===== config.mk =====
export PLATFORM = sky130hd
export DESIGN_NAME = tsg_symbol_gen
export DESIGN_NICKNAME = d
export VERILOG_FILES = /design/src/rtl/tsg_pair_buf.v /design/src/rtl/tsg_symbol_gen.v
export VERILOG_INCLUDE_DIRS = /design/src /design/src/rtl
export SDC_FILE = /design/constraint.sdc
export NUM_CORES = 1
export LEC_CHECK = 0
export BUFFER_PORTS_ARGS = -buffer_cell sky130_fd_sc_hd__buf_4
export CORE_MARGIN = 2
export CORE_UTILIZATION = 40
export CTS_CLUSTER_SIZE = 10
export DETAILED_ROUTE_END_ITERATION = 10
export HOLD_SLACK_MARGIN = 0.08
export SYNTH_ARGS = -nofsm -noshare
export SYNTH_HDL_FRONTEND = slang
export SYNTH_SLANG_ARGS = --single-unit

===== constraint.sdc =====
create_clock -name aclk -period 2.8 [get_ports aclk]
set_input_delay 0.56 -clock aclk [delete_from_list [all_inputs] [get_ports aclk]]
set_output_delay 0.56 -clock aclk [all_outputs]
set_load 0.01 [all_outputs]

===== src/rtl/tsg_consts.vh =====
// Constants of the transmit symbol generator: offsets, fields, reset values
`ifndef TSG_CONSTS_VH
`define TSG_CONSTS_VH

// ------------------------------------------------------------
// Register byte offsets
// ------------------------------------------------------------
`define TSG_OFF_LONG_SYM_A 8'h00
`define TSG_OFF_LONG_SYM_B 8'h04
`define TSG_OFF_SHORT_SYM_A 8'h08
`define TSG_OFF_SHORT_SYM_B 8'h0c
`define TSG_OFF_LONG_LEN 8'h10
`define TSG_OFF_SHORT_LEN 8'h14
`define TSG_OFF_FRAME_CTRL 8'h18
`define TSG_OFF_LONG_TIMING 8'h1c
`define TSG_OFF_SHORT_TIMING 8'h20
`define TSG_OFF_CTRL_STAT 8'h24

// ------------------------------------------------------------
// Writable bit masks (reserved bits read as zero)
// ------------------------------------------------------------
`define TSG_MASK_LONG_SYM 32'h0000ffff
`define TSG_MASK_SHORT_SYM 32'h000000ff
`define TSG_MASK_LONG_LEN 32'h000fffff
`define TSG_MASK_SHORT_LEN 32'h00000077
`define TSG_MASK_FRAME_CTRL 32'h0000000f
`define TSG_MASK_TIMING 32'h0003ffff

// ------------------------------------------------------------
// Field positions
// ------------------------------------------------------------
`define TSG_LL_LEN_A_LSB 0
`define TSG_LL_LEN_B_LSB 4
`define TSG_LL_BURST_LSB 8
`define TSG_LL_BEN_A_BIT 16
`define TSG_LL_BEN_B_BIT 17
`define TSG_LL_BVAL_A_BIT 18
`define TSG_LL_BVAL_B_BIT 19
`define TSG_SL_LEN_A_LSB 0
`define TSG_SL_LEN_B_LSB 4
`define TSG_FC_PRE_LSB 0
`define TSG_FC_POST_LSB 2
`define TSG_TM_DIV_LSB 0
`define TSG_TM_CFG_LSB 8
`define TSG_CS_START_BIT 0

// ------------------------------------------------------------
// Reset values
// ------------------------------------------------------------
`define TSG_RST_REG 32'h00000000

// ------------------------------------------------------------
// AXI responses
// ------------------------------------------------------------
`define TSG_RESP_OKAY 2'b00
`define TSG_RESP_SLVERR 2'b10

`endif


===== src/rtl/tsg_pair_buf.v =====
// Two-entry valid/ready buffer between the symbol engine and the modulator
`timescale 1ns/1ns
module tsg_pair_buf #(
   parameter W = 13
) (
   aclk,
   aresetn,
   in_valid,
   in_ready,
   in_data,
   out_valid,
   out_ready,
   out_data
);
   input wire aclk;
   input wire aresetn;
   input wire in_valid;
   output wire in_ready;
   input wire [W-1:0] in_data;
   output wire out_valid;
   input wire out_ready;
   output wire [W-1:0] out_data;

   reg [W-1:0] mem_q [0:1];
   reg wr_ptr_q;
   reg rd_ptr_q;
   reg [1:0] cnt_q;
   wire push;
   wire pop;

   assign in_ready = (cnt_q != 2'd2);
   assign out_valid = (cnt_q != 2'd0);
   assign out_data = mem_q[rd_ptr_q];
   assign push = in_valid && in_ready;
   assign pop = out_valid && out_ready;

   always @(posedge aclk) begin
      if (!aresetn) begin
         wr_ptr_q <= 1'b0;
         rd_ptr_q <= 1'b0;
         cnt_q <= 2'd0;
         mem_q[0] <= {W{1'b0}};
         mem_q[1] <= {W{1'b0}};
      end else begin
         if (push) begin
            mem_q[wr_ptr_q] <= in_data;
            wr_ptr_q <= ~wr_ptr_q;
         end
         if (pop) begin
            rd_ptr_q <= ~rd_ptr_q;
         end
         if (push && !pop) begin
            cnt_q <= cnt_q + 2'd1;
         end else if (pop && !push) begin
            cnt_q <= cnt_q - 2'd1;
         end
      end
   end
endmodule


===== src/rtl/tsg_symbol_gen.v =====
// Transmit symbol generator with AXI4-Lite register slave
// Function
// - Two long symbols take 16-bit patterns plus optional constant burst up to 256 bits.
// - Two short symbols take patterns up to 8 bits and never burst.
// - Register LSB holds the last pattern bit sent; earlier bits sit higher.
// - Length bounds pattern; higher bits ignored; sending runs from length bit down to 0.
// - Frame control picks pre symbol from first three, post from last three.
// - Long pair shares one timing config, short pair another.
`timescale 1ns/1ns
`include "tsg_consts.vh"
module tsg_symbol_gen (
   aclk,
   aresetn,
   s_axi_awvalid,
   s_axi_awready,
   s_axi_awaddr,
   s_axi_wvalid,
   s_axi_wready,
   s_axi_wdata,
   s_axi_wstrb,
   s_axi_bvalid,
   s_axi_bready,
   s_axi_bresp,
   s_axi_arvalid,
   s_axi_arready,
   s_axi_araddr,
   s_axi_rvalid,
   s_axi_rready,
   s_axi_rdata,
   s_axi_rresp,
   data_valid,
   data_ready,
   data_bit,
   data_last,
   tx_valid,
   tx_ready,
   tx_bit,
   tx_is_symbol,
   tx_pair,
   tx_config
);
   input wire aclk;
   input wire aresetn;
   input wire s_axi_awvalid;
   output reg s_axi_awready;
   input wire [7:0] s_axi_awaddr;
   input wire s_axi_wvalid;
   output reg s_axi_wready;
   input wire [31:0] s_axi_wdata;
   input wire [3:0] s_axi_wstrb;
   output reg s_axi_bvalid;
   input wire s_axi_bready;
   output reg [1:0] s_axi_bresp;
   input wire s_axi_arvalid;
   output wire s_axi_arready;
   input wire [7:0] s_axi_araddr;
   output reg s_axi_rvalid;
   input wire s_axi_rready;
   output reg [31:0] s_axi_rdata;
   output reg [1:0] s_axi_rresp;
   input wire data_valid;
   output wire data_ready;
   input wire data_bit;
   input wire data_last;
   output wire tx_valid;
   input wire tx_ready;
   output wire tx_bit;
   output wire tx_is_symbol;
   output wire tx_pair;
   output wire [9:0] tx_config;

   localparam ST_IDLE = 2'd0;
   localparam ST_PRE = 2'd1;
   localparam ST_DATA = 2'd2;
   localparam ST_POST = 2'd3;

   // ------------------------------------------------------------
   // Register file
   // ------------------------------------------------------------
   reg [31:0] long_symbol_a_q;
   reg [31:0] long_symbol_b_q;
   reg [31:0] short_symbol_a_q;
   reg [31:0] short_symbol_b_q;
   reg [31:0] long_symbols_length_q;
   reg [31:0] short_symbols_length_q;
   reg [31:0] tx_frame_control_q;
   reg [31:0] long_timing_q;
   reg [31:0] short_timing_q;
   reg start_q;
   reg [7:0] awaddr_q;
   reg [31:0] wdata_q;
   reg [3:0] wstrb_q;
   reg have_aw_q;
   reg have_w_q;
   reg [1:0] state_q;

   function [31:0] merge;
      input [31:0] old;
      input [31:0] wd;
      input [3:0] strb;
      input [31:0] mask;
      integer i;
      begin
         merge = old;
         for (i = 0; i < 4; i = i + 1) begin
            if (strb[i]) begin
               merge[i*8 +: 8] = wd[i*8 +: 8];
            end
         end
         merge = merge & mask;
      end
   endfunction

   wire do_write;
   assign do_write = have_aw_q && have_w_q && !s_axi_bvalid;

   always @(posedge aclk) begin
      if (!aresetn) begin
         s_axi_awready <= 1'b1;
         s_axi_wready <= 1'b1;
         s_axi_bvalid <= 1'b0;
         s_axi_bresp <= `TSG_RESP_OKAY;
         have_aw_q <= 1'b0;
         have_w_q <= 1'b0;
         awaddr_q <= 8'h00;
         wdata_q <= 32'h00000000;
         wstrb_q <= 4'h0;
         long_symbol_a_q <= `TSG_RST_REG;
         long_symbol_b_q <= `TSG_RST_REG;
         short_symbol_a_q <= `TSG_RST_REG;
         short_symbol_b_q <= `TSG_RST_REG;
         long_symbols_length_q <= `TSG_RST_REG;
         short_symbols_length_q <= `TSG_RST_REG;
         tx_frame_control_q <= `TSG_RST_REG;
         long_timing_q <= `TSG_RST_REG;
         short_timing_q <= `TSG_RST_REG;
         start_q <= 1'b0;
      end else begin
         start_q <= 1'b0;
         if (s_axi_awvalid && s_axi_awready) begin
            awaddr_q <= s_axi_awaddr;
            have_aw_q <= 1'b1;
            s_axi_awready <= 1'b0;
         end
         if (s_axi_wvalid && s_axi_wready) begin
            wdata_q <= s_axi_wdata;
            wstrb_q <= s_axi_wstrb;
            have_w_q <= 1'b1;
            s_axi_wready <= 1'b0;
         end
         if (do_write) begin
            have_aw_q <= 1'b0;
            have_w_q <= 1'b0;
            s_axi_bvalid <= 1'b1;
            s_axi_bresp <= `TSG_RESP_OKAY;
            if (awaddr_q == `TSG_OFF_LONG_SYM_A) begin
               long_symbol_a_q <= merge(long_symbol_a_q, wdata_q, wstrb_q, `TSG_MASK_LONG_SYM);
            end else if (awaddr_q == `TSG_OFF_LONG_SYM_B) begin
               long_symbol_b_q <= merge(long_symbol_b_q, wdata_q, wstrb_q, `TSG_MASK_LONG_SYM);
            end else if (awaddr_q == `TSG_OFF_SHORT_SYM_A) begin
               short_symbol_a_q <= merge(short_symbol_a_q, wdata_q, wstrb_q, `TSG_MASK_SHORT_SYM);
            end else if (awaddr_q == `TSG_OFF_SHORT_SYM_B) begin
               short_symbol_b_q <= merge(short_symbol_b_q, wdata_q, wstrb_q, `TSG_MASK_SHORT_SYM);
            end else if (awaddr_q == `TSG_OFF_LONG_LEN) begin
               long_symbols_length_q <= merge(long_symbols_length_q, wdata_q, wstrb_q,
                  `TSG_MASK_LONG_LEN);
            end else if (awaddr_q == `TSG_OFF_SHORT_LEN) begin
               short_symbols_length_q <= merge(short_symbols_length_q, wdata_q, wstrb_q,
                  `TSG_MASK_SHORT_LEN);
            end else if (awaddr_q == `TSG_OFF_FRAME_CTRL) begin
               tx_frame_control_q <= merge(tx_frame_control_q, wdata_q, wstrb_q,
                  `TSG_MASK_FRAME_CTRL);
            end else if (awaddr_q == `TSG_OFF_LONG_TIMING) begin
               long_timing_q <= merge(long_timing_q, wdata_q, wstrb_q, `TSG_MASK_TIMING);
            end else if (awaddr_q == `TSG_OFF_SHORT_TIMING) begin
               short_timing_q <= merge(short_timing_q, wdata_q, wstrb_q, `TSG_MASK_TIMING);
            end else if (awaddr_q == `TSG_OFF_CTRL_STAT) begin
               // A start while a frame is running is dropped
               start_q <= wstrb_q[0] && wdata_q[`TSG_CS_START_BIT] && (state_q == ST_IDLE);
            end else begin
               s_axi_bresp <= `TSG_RESP_SLVERR;
            end
         end
         if (s_axi_bvalid && s_axi_bready) begin
            s_axi_bvalid <= 1'b0;
            s_axi_awready <= 1'b1;
            s_axi_wready <= 1'b1;
         end
      end
   end

   // ------------------------------------------------------------
   // Read channel
   // ------------------------------------------------------------
   assign s_axi_arready = !s_axi_rvalid;

   always @(posedge aclk) begin
      if (!aresetn) begin
         s_axi_rvalid <= 1'b0;
         s_axi_rdata <= 32'h00000000;
         s_axi_rresp <= `TSG_RESP_OKAY;
      end else if (s_axi_arvalid && s_axi_arready) begin
         s_axi_rvalid <= 1'b1;
         s_axi_rresp <= `TSG_RESP_OKAY;
         if (s_axi_araddr == `TSG_OFF_LONG_SYM_A) begin
            s_axi_rdata <= long_symbol_a_q;
         end else if (s_axi_araddr == `TSG_OFF_LONG_SYM_B) begin
            s_axi_rdata <= long_symbol_b_q;
         end else if (s_axi_araddr == `TSG_OFF_SHORT_SYM_A) begin
            s_axi_rdata <= short_symbol_a_q;
         end else if (s_axi_araddr == `TSG_OFF_SHORT_SYM_B) begin
            s_axi_rdata <= short_symbol_b_q;
         end else if (s_axi_araddr == `TSG_OFF_LONG_LEN) begin
            s_axi_rdata <= long_symbols_length_q;
         end else if (s_axi_araddr == `TSG_OFF_SHORT_LEN) begin
            s_axi_rdata <= short_symbols_length_q;
         end else if (s_axi_araddr == `TSG_OFF_FRAME_CTRL) begin
            s_axi_rdata <= tx_frame_control_q;
         end else if (s_axi_araddr == `TSG_OFF_LONG_TIMING) begin
            s_axi_rdata <= long_timing_q;
         end else if (s_axi_araddr == `TSG_OFF_SHORT_TIMING) begin
            s_axi_rdata <= short_timing_q;
         end else if (s_axi_araddr == `TSG_OFF_CTRL_STAT) begin
            s_axi_rdata <= {29'h00000000, state_q, (state_q != ST_IDLE)};
         end else begin
            s_axi_rdata <= 32'h00000000;
            s_axi_rresp <= `TSG_RESP_SLVERR;
         end
      end else if (s_axi_rvalid && s_axi_rready) begin
         s_axi_rvalid <= 1'b0;
      end
   end

   // ------------------------------------------------------------
   // Symbol selection
   // ------------------------------------------------------------
   // Selector codes 0 = none; pre codes map to long a, long b, short a and post codes to
   // long b, short a, short b, so no illegal symbol can be chosen.
   wire [1:0] pre_sel = tx_frame_control_q[`TSG_FC_PRE_LSB +: 2];
   wire [1:0] post_sel = tx_frame_control_q[`TSG_FC_POST_LSB +: 2];
   reg [15:0] ld_pat;
   reg [3:0] ld_len;
   reg ld_ben;
   reg ld_bval;
   reg ld_pair;
   reg [1:0] ld_sym;

   always @* begin
      ld_sym = (state_q == ST_IDLE) ? pre_sel - 2'd1 : post_sel;
      ld_pat = long_symbol_a_q[15:0];
      ld_len = long_symbols_length_q[`TSG_LL_LEN_A_LSB +: 4];
      ld_ben = long_symbols_length_q[`TSG_LL_BEN_A_BIT];
      ld_bval = long_symbols_length_q[`TSG_LL_BVAL_A_BIT];
      ld_pair = 1'b0;
      case (ld_sym)
         2'd1: begin
            ld_pat = long_symbol_b_q[15:0];
            ld_len = long_symbols_length_q[`TSG_LL_LEN_B_LSB +: 4];
            ld_ben = long_symbols_length_q[`TSG_LL_BEN_B_BIT];
            ld_bval = long_symbols_length_q[`TSG_LL_BVAL_B_BIT];
         end
         2'd2: begin
            // Short symbols never burst
            ld_pat = {8'h00, short_symbol_a_q[7:0]};
            ld_len = {1'b0, short_symbols_length_q[`TSG_SL_LEN_A_LSB +: 3]};
            ld_ben = 1'b0;
            ld_pair = 1'b1;
         end
         2'd3: begin
            ld_pat = {8'h00, short_symbol_b_q[7:0]};
            ld_len = {1'b0, short_symbols_length_q[`TSG_SL_LEN_B_LSB +: 3]};
            ld_ben = 1'b0;
            ld_pair = 1'b1;
         end
         default: begin
         end
      endcase
   end

   // ------------------------------------------------------------
   // Bit engine
   // ------------------------------------------------------------
   reg [15:0] pat_q;
   reg [3:0] idx_q;
   reg in_burst_q;
   reg [8:0] burst_q;
   reg ben_q;
   reg bval_q;
   reg pair_q;
   reg [7:0] tmr_q;
   wire buf_ready;
   wire sym_active = (state_q == ST_PRE) || (state_q == ST_POST);
   wire tick = (tmr_q == 8'h00);
   // Pair 0 timing also paces the data phase
   wire [31:0] cfg = (sym_active && pair_q) ? short_timing_q : long_timing_q;
   wire sym_bit = in_burst_q ? bval_q : pat_q[idx_q];
   wire sym_push = sym_active && tick && buf_ready;
   wire dat_push = (state_q == ST_DATA) && tick && buf_ready && data_valid;
   wire sym_end = in_burst_q ? (burst_q == 9'd1) : ((idx_q == 4'd0) && !ben_q);
   wire [12:0] buf_in = {cfg[`TSG_TM_CFG_LSB +: 10], sym_active && pair_q, sym_active,
      sym_active ? sym_bit : data_bit};

   assign data_ready = (state_q == ST_DATA) && tick && buf_ready;

   always @(posedge aclk) begin
      if (!aresetn) begin
         state_q <= ST_IDLE;
         pat_q <= 16'h0000;
         idx_q <= 4'h0;
         in_burst_q <= 1'b0;
         burst_q <= 9'h000;
         ben_q <= 1'b0;
         bval_q <= 1'b0;
         pair_q <= 1'b0;
         tmr_q <= 8'h00;
      end else begin
         if (!tick) begin
            tmr_q <= tmr_q - 8'h01;
         end else if (sym_push || dat_push) begin
            // Stall by the modulator freezes the timer at zero
            tmr_q <= cfg[`TSG_TM_DIV_LSB +: 8];
         end
         case (state_q)
            ST_IDLE: begin
               if (start_q) begin
                  tmr_q <= 8'h00;
                  pat_q <= ld_pat;
                  idx_q <= ld_len;
                  ben_q <= ld_ben;
                  bval_q <= ld_bval;
                  pair_q <= ld_pair;
                  in_burst_q <= 1'b0;
                  state_q <= (pre_sel == 2'd0) ? ST_DATA : ST_PRE;
               end
            end
            ST_PRE, ST_POST: begin
               if (sym_push) begin
                  if (sym_end) begin
                     in_burst_q <= 1'b0;
                     if (state_q == ST_POST) begin
                        state_q <= ST_IDLE;
                     end else begin
                        state_q <= ST_DATA;
                     end
                  end else if (in_burst_q) begin
                     burst_q <= burst_q - 9'd1;
                  end else if (idx_q == 4'd0) begin
                     // Burst length field n gives n+1 bits
                     in_burst_q <= 1'b1;
                     burst_q <= {1'b0, long_symbols_length_q[`TSG_LL_BURST_LSB +: 8]} + 9'd1;
                  end else begin
                     idx_q <= idx_q - 4'd1;
                  end
               end
            end
            default: begin
               if (dat_push && data_last) begin
                  pat_q <= ld_pat;
                  idx_q <= ld_len;
                  ben_q <= ld_ben;
                  bval_q <= ld_bval;
                  pair_q <= ld_pair;
                  state_q <= (post_sel == 2'd0) ? ST_IDLE : ST_POST;
               end
            end
         endcase
      end
   end

   tsg_pair_buf #(
      .W(13)
   ) u_buf (
      .aclk(aclk),
      .aresetn(aresetn),
      .in_valid(sym_push || dat_push),
      .in_ready(buf_ready),
      .in_data(buf_in),
      .out_valid(tx_valid),
      .out_ready(tx_ready),
      .out_data({tx_config, tx_pair, tx_is_symbol, tx_bit})
   );
endmodule


# Yosys cells after proc, flatten, opt, wreduce, memory -nomap -nowiden

Memory sizes are Yosys's and may differ from the RTL's. A register that Yosys moved wholly into a read port is not among the register bits.
Index checks and enable logic that the tools add are counted.

Output and inout port bits: 56
Latch bits: 0
Bits in read-only memories: 0
Memory bits (writable): 26
Memories: 1
Flip-flop bits (word level): 235

Memories:

| name        | words | bits a word | read ports | clocked after memory_dff | wr ports | line              | text |
|---|---|---|---|---|---|---|---|
| u_buf.mem_q | 2     | 13          | 1          | 1                        | 2        | tsg_pair_buf.v:24 | `reg [W-1:0] mem_q [0:1];` |

Eq/ne operators: 32
Add/sub/neg operators: 7
Multipliers: 0
Magnitude comparators: 1
Div/mod/pow operators: 0
Shifts and indexed selects: 0
Reductions and logical operators: 71
Multiplexer cells: 94
Bitwise gates (word level): 15

Operators with widths:

| operator             | count |
|---|---|
| $mux W20             | 5 |
| $mux W18             | 5 |
| $eq A8 B5 Y1 const B | 8 |
| $mux W2              | 30 |
| $pmux W16 S3         | 1 |
| $reduce_and A11 Y1   | 3 |
| $eq A8 B4 Y1 const B | 4 |
| $eq A8 B6 Y1 const B | 4 |
| $mux W16             | 2 |
| $mux W8              | 4 |
| $pmux W16 S2         | 1 |
| $reduce_and A10 Y1   | 3 |
| $mux W1              | 27 |
| $logic_not A8 Y1     | 3 |
| $mux W4              | 6 |
| $logic_and A1 B1 Y1  | 21 |
| $reduce_and A7 Y1    | 3 |
| $mux W9              | 2 |
| $eq A8 B3 Y1 const B | 2 |
| $reduce_and A4 Y1    | 4 |
| $not A1 Y1           | 15 |
| $ne A2 B2 Y1 const B | 7 |
| $reduce_bool A2 Y1   | 7 |
| $mux W13             | 1 |
| other kinds (29)     | 52 |

# Longest topological paths before layout

Depth in word-level cells: 11
Depth in mapped cells: 10

# By module

Synthesis repeated with hierarchy kept, for this count alone.

Cells, all modules: 1346
Area, all modules: 11882.6 um2

By module, submodules not included:

| module         | instances | cells each | seq. area each (um2) | area each (um2) |
|---|---|---|---|---|
| tsg_symbol_gen | 1         | 1238       | 4344.2               | 10503.8 |
| tsg_pair_buf   | 1         | 108        | 880.8                | 1378.8 |

# Worst setup path after synthesis

No wires, ideal clock.

Path kind: register to register
From: register tmr_q[0]
To: memory u_buf.mem_q[0][0] (enable)
Buffers on the path: 1
Data required time: 2399 ps
Stages on the path, launching flop included: 8
Path slack: 253 ps
Clock period less this slack: 2547 ps
Data arrival time: 2146 ps
Path through: dfxtp_1 > inv_1 > ha_1 > clkbuf_1 > o2111ai_4 > nor2_1 > inv_1 > o21ai_0

RTL lines:

| element                | line                 | text |
|---|---|---|
| from (decl)            | tsg_symbol_gen.v:290 | `reg [7:0] tmr_q;` |
| from (signal assigned) | tsg_symbol_gen.v:318 | `tmr_q <= tmr_q - 8'h01;` |
| from (signal assigned) | tsg_symbol_gen.v:321 | `` tmr_q <= cfg[`TSG_TM_DIV_LSB +: 8]; `` |
| to (decl)              | tsg_pair_buf.v:24    |  |

# Final worst setup path

From: register tmr_q[2]
To: output data_ready

Word-level cells in the longest chain between the ends: 3

RTL lines:

| element                          | line                 | text |
|---|---|---|
| $logic_not A8 Y1                 | tsg_symbol_gen.v:293 | `wire tick = (tmr_q == 8'h00);` |
| $logic_and A1 B1 Y1 (2 in a row) | tsg_symbol_gen.v:303 | `assign data_ready = (state_q == ST_DATA) && tick && buf_ready;` |
| to (decl)                        | tsg_symbol_gen.v:62  | `output wire data_ready;` |

No other way between the ends.

==> reports/summary.txt <==
status - completed
Critical Path RT - 2240 ps
maxcap violations - 0
mapped cell area - 0.01184 mm²
initial antenna violation count - 0
Fill cells - 2,794
area delta synth->final - 16.18%
cell mode on critical path - buf_4
clk sink count - 248
CTS buffer count - 29
layout cell share with drive strength beyond 1 - 0.1466
CTS tree - built
Primary FF master, synth - dfxtp_1
vias in the first global route - 10,150
via count - 10,530
Worst-Margin Slew - 1028 ps
Die Span Y - 176.1 µm
Seq cells post-synth - 248
setup repair bufs after CTS - 0
crit path kind - reg2out
Critical-path top delay cell - nor4_4
post-synthesis cell type count - 74
CP startpoint kind - flip-flop
Avg Cell Area, Syn - 8.305 µm²
post-DR vias/cell - 5.545
Internal Pwr Total - 5977 µW
Final Skew - 12.44 ps
die width - 176.1 µm
sw frac - 0.2597
fraction of registers with async set/reset - 0
CP endpoint kind - primary output
Core ar. - 0.02894 mm²
Post-synth EDFFs - 26
pin count of the biggest net entering global routing - 79
Clock power frac - 0.408
commonest cells after routing, fill and taps aside - nand2_1, dfxtp_1, a21oi_1, nor2_1, buf_4
minimum setup slack after placement - 321.5 ps
synth top area cells - dfxtp_1, nand2_1, mux2i_1, a21oi_1, edfxtp_1
Final Max Tran Viols - 0
Post-Synthesis Cells - 1,426
cts hold-fix bufs - 0
Max clock buf depth - 3
HP Class - in2reg
clock-pin slew on the worst setup and hold paths - 50 ps
pwr/cell area - 586.9 mW/mm²
sequential element share of the synthesized area - 0.4412
Placed Cells - 1,855
ANT nets after route - 0
layout net count - 1,573
clk root buf - clkbuf_16
endpoints failing setup - 0
Final Critical Period - 2722 ps
Post-Route WL - 36,600 µm
Worst Path Max Fanout - 6
f_max - 367.4 MHz
n_diodes - 0
Logic pwr share - 0.115
Synth top area share - 0.3753
Final Cycle Share - 0.9720
Top Family by Delay on Critical Path - simple AND/OR/NAND/NOR gates
# rows - 62
final std cells w/o fill - 1,898
warnings from Yosys - 0
Flop pwr share - 0.477
CP bufs+invs - 2
# resized after CTS - 0
H-Tree Depth - 1
DRT iter0 DRCs - 946
GRT Total Usage - 0.2348
Clk Latency, worst-skew pair - 540 ps
post-layout worst setup margin - 78.27 ps
Peak supply drop - 0.0004826 V
cell leakage power - 0.005379 µW
1st-pass router iterations - 5
DRC viols - 0
crit path cell chain - nor4_4 > o2111ai_4 > buf_4 > nor3_1 > buf_4
Ports - 119
commonest non-fill, non-tap cell in the layout - nand2_1
PortBufs - 91
Util after Layout - 0.4755
first-pass GRT wire length - 57,480 µm
Cell Area, Placed - 0.01297 mm²
Routability Congestion - 0.9241
max_slew headroom - 0.3145
endpoints failing hold - 0
Yosys top cell by area - dfxtp_1
Setup TNS Final - 0 ps
post-layout instance area - 0.01376 mm²
remaining global-route overflow - 0
P_sw - 2097 µW
Die ar. - 0.03100 mm²
Largest stage delay, worst path - 370 ps
HPWL after DPL - 26,530 µm
routed len/inst - 19.28 µm
Initial Util - 0.4093
RSZ-0062 raised after global routing - false
R2R Setup Slk - 340 ps
Crit path arrival time - 2160 ps
-- registers in the layout, indices dropped and copies added, names as in the netlist, 9 cells and up, named ones only --
name and flops:
long_symbol_a_q 16, burst_q 9, wdata_q 20, pat_q 16
short_timing_q 18, s_axi_rdata 20, long_timing_q 18, long_symbol_b_q 16
u_buf.mem_q 26, long_symbols_length_q 20
-- metrics by stage --
| stage | hold slack, ps | total power [µW] |
|---|---|---|
| 2_1_floorplan | 428.7 | 4501 |
| 3_3_place_gp | 439.7 | 4844 |
| 3_5_place_dp | 446.7 | 4849 |
| 4_1_cts | 183.0 | 8135 |
| 5_1_grt | 197.7 | 8371 |
| 6_report | 205.9 | 8074 |
-- layer usage --
layer  share of wire  global-route usage  wire length, µm
met1            0.45              0.3208            16530
met2            0.46              0.3840            16990
met3           0.046             0.02842             1674
met4           0.038             0.08196             1395
met5               0                   0                0
-- cell families after synthesis --
group	Yosys count	share of synthesized area
AOI/OAI and AO/OA	303	0.1555
xor gates and xnor gates	15	0.01109
adders and majority gates	8	0.008453
buffers and inverters	135	0.04955
DFF	248	0.4412
muxes	112	0.1031
other	1	0.0003167
and+or+nand+nor	604	0.2307
-- worst paths after layout --
kind | to | from | depth (start not counted)
min | s_axi_rvalid | s_axi_rready | 2
max | data_ready | tmr_q[2] | 5
max reg2reg | u_buf.mem_q[0][0] | tmr_q[2] | 6
min reg2reg | s_axi_rdata[19] | s_axi_rdata[19] | 2
-- area by class of cell --
class	count	area, µm²	share of cell area
inverter	24	95.09	0.006912
sequential	248	5225	0.3798
clock inverter	1	5.005	0.0003638
tap	384	480.5	0.03492
timing repair buffer	143	1074	0.07803
clock buffer	42	784.5	0.05702
multi-input combinational	1056	6095	0.4430
-- power groups by stage --
| stage | Sequential (µW) | Combinational [µW] | Clock, µW |
|---|---|---|---|
| after floorplan | 3870 | 634 | 0 |
| after global placement | 3920 | 922 | 0 |
| after detailed placement | 3930 | 922 | 0 |
| after CTS | 3850 | 927 | 3360 |
| after global routing | 3870 | 1010 | 3490 |
| final | 3850 | 927 | 3290 |
-- worst reg2reg max path, cell delays in order, from the launching register on --
cell       delay, ps
dfxtp_1          350
nor4_4           370
o2111ai_4        260
nor2_1           360
inv_1            140
or3_1            560
nor3_1           270
-- synthesized netlist by cell type (5+ instances only) --
cell type  count
mux4_2         6
buf_4         15
mux2_2        20
a22oi_1       10
inv_1         23
dfxtp_1      222
clkbuf_1      74
a21oi_1      164
a31oi_1        6
and3_1         8
xor2_1         8
xnor2_1        7
mux2i_1       86
nor3_1        28
a221oi_1      10
o221ai_1      11
o21ai_1        6
o211ai_1       5
nor2_1       149
nand2_1      256
o22ai_1        5
or3_1          6
nand2b_1       5
o21ai_0       35
nand3_1      101
nor2b_1        5
buf_2         19
edfxtp_1      26
ha_1           8
a211oi_1      10
No activity file was read; power rests on OpenSTA's default activity.
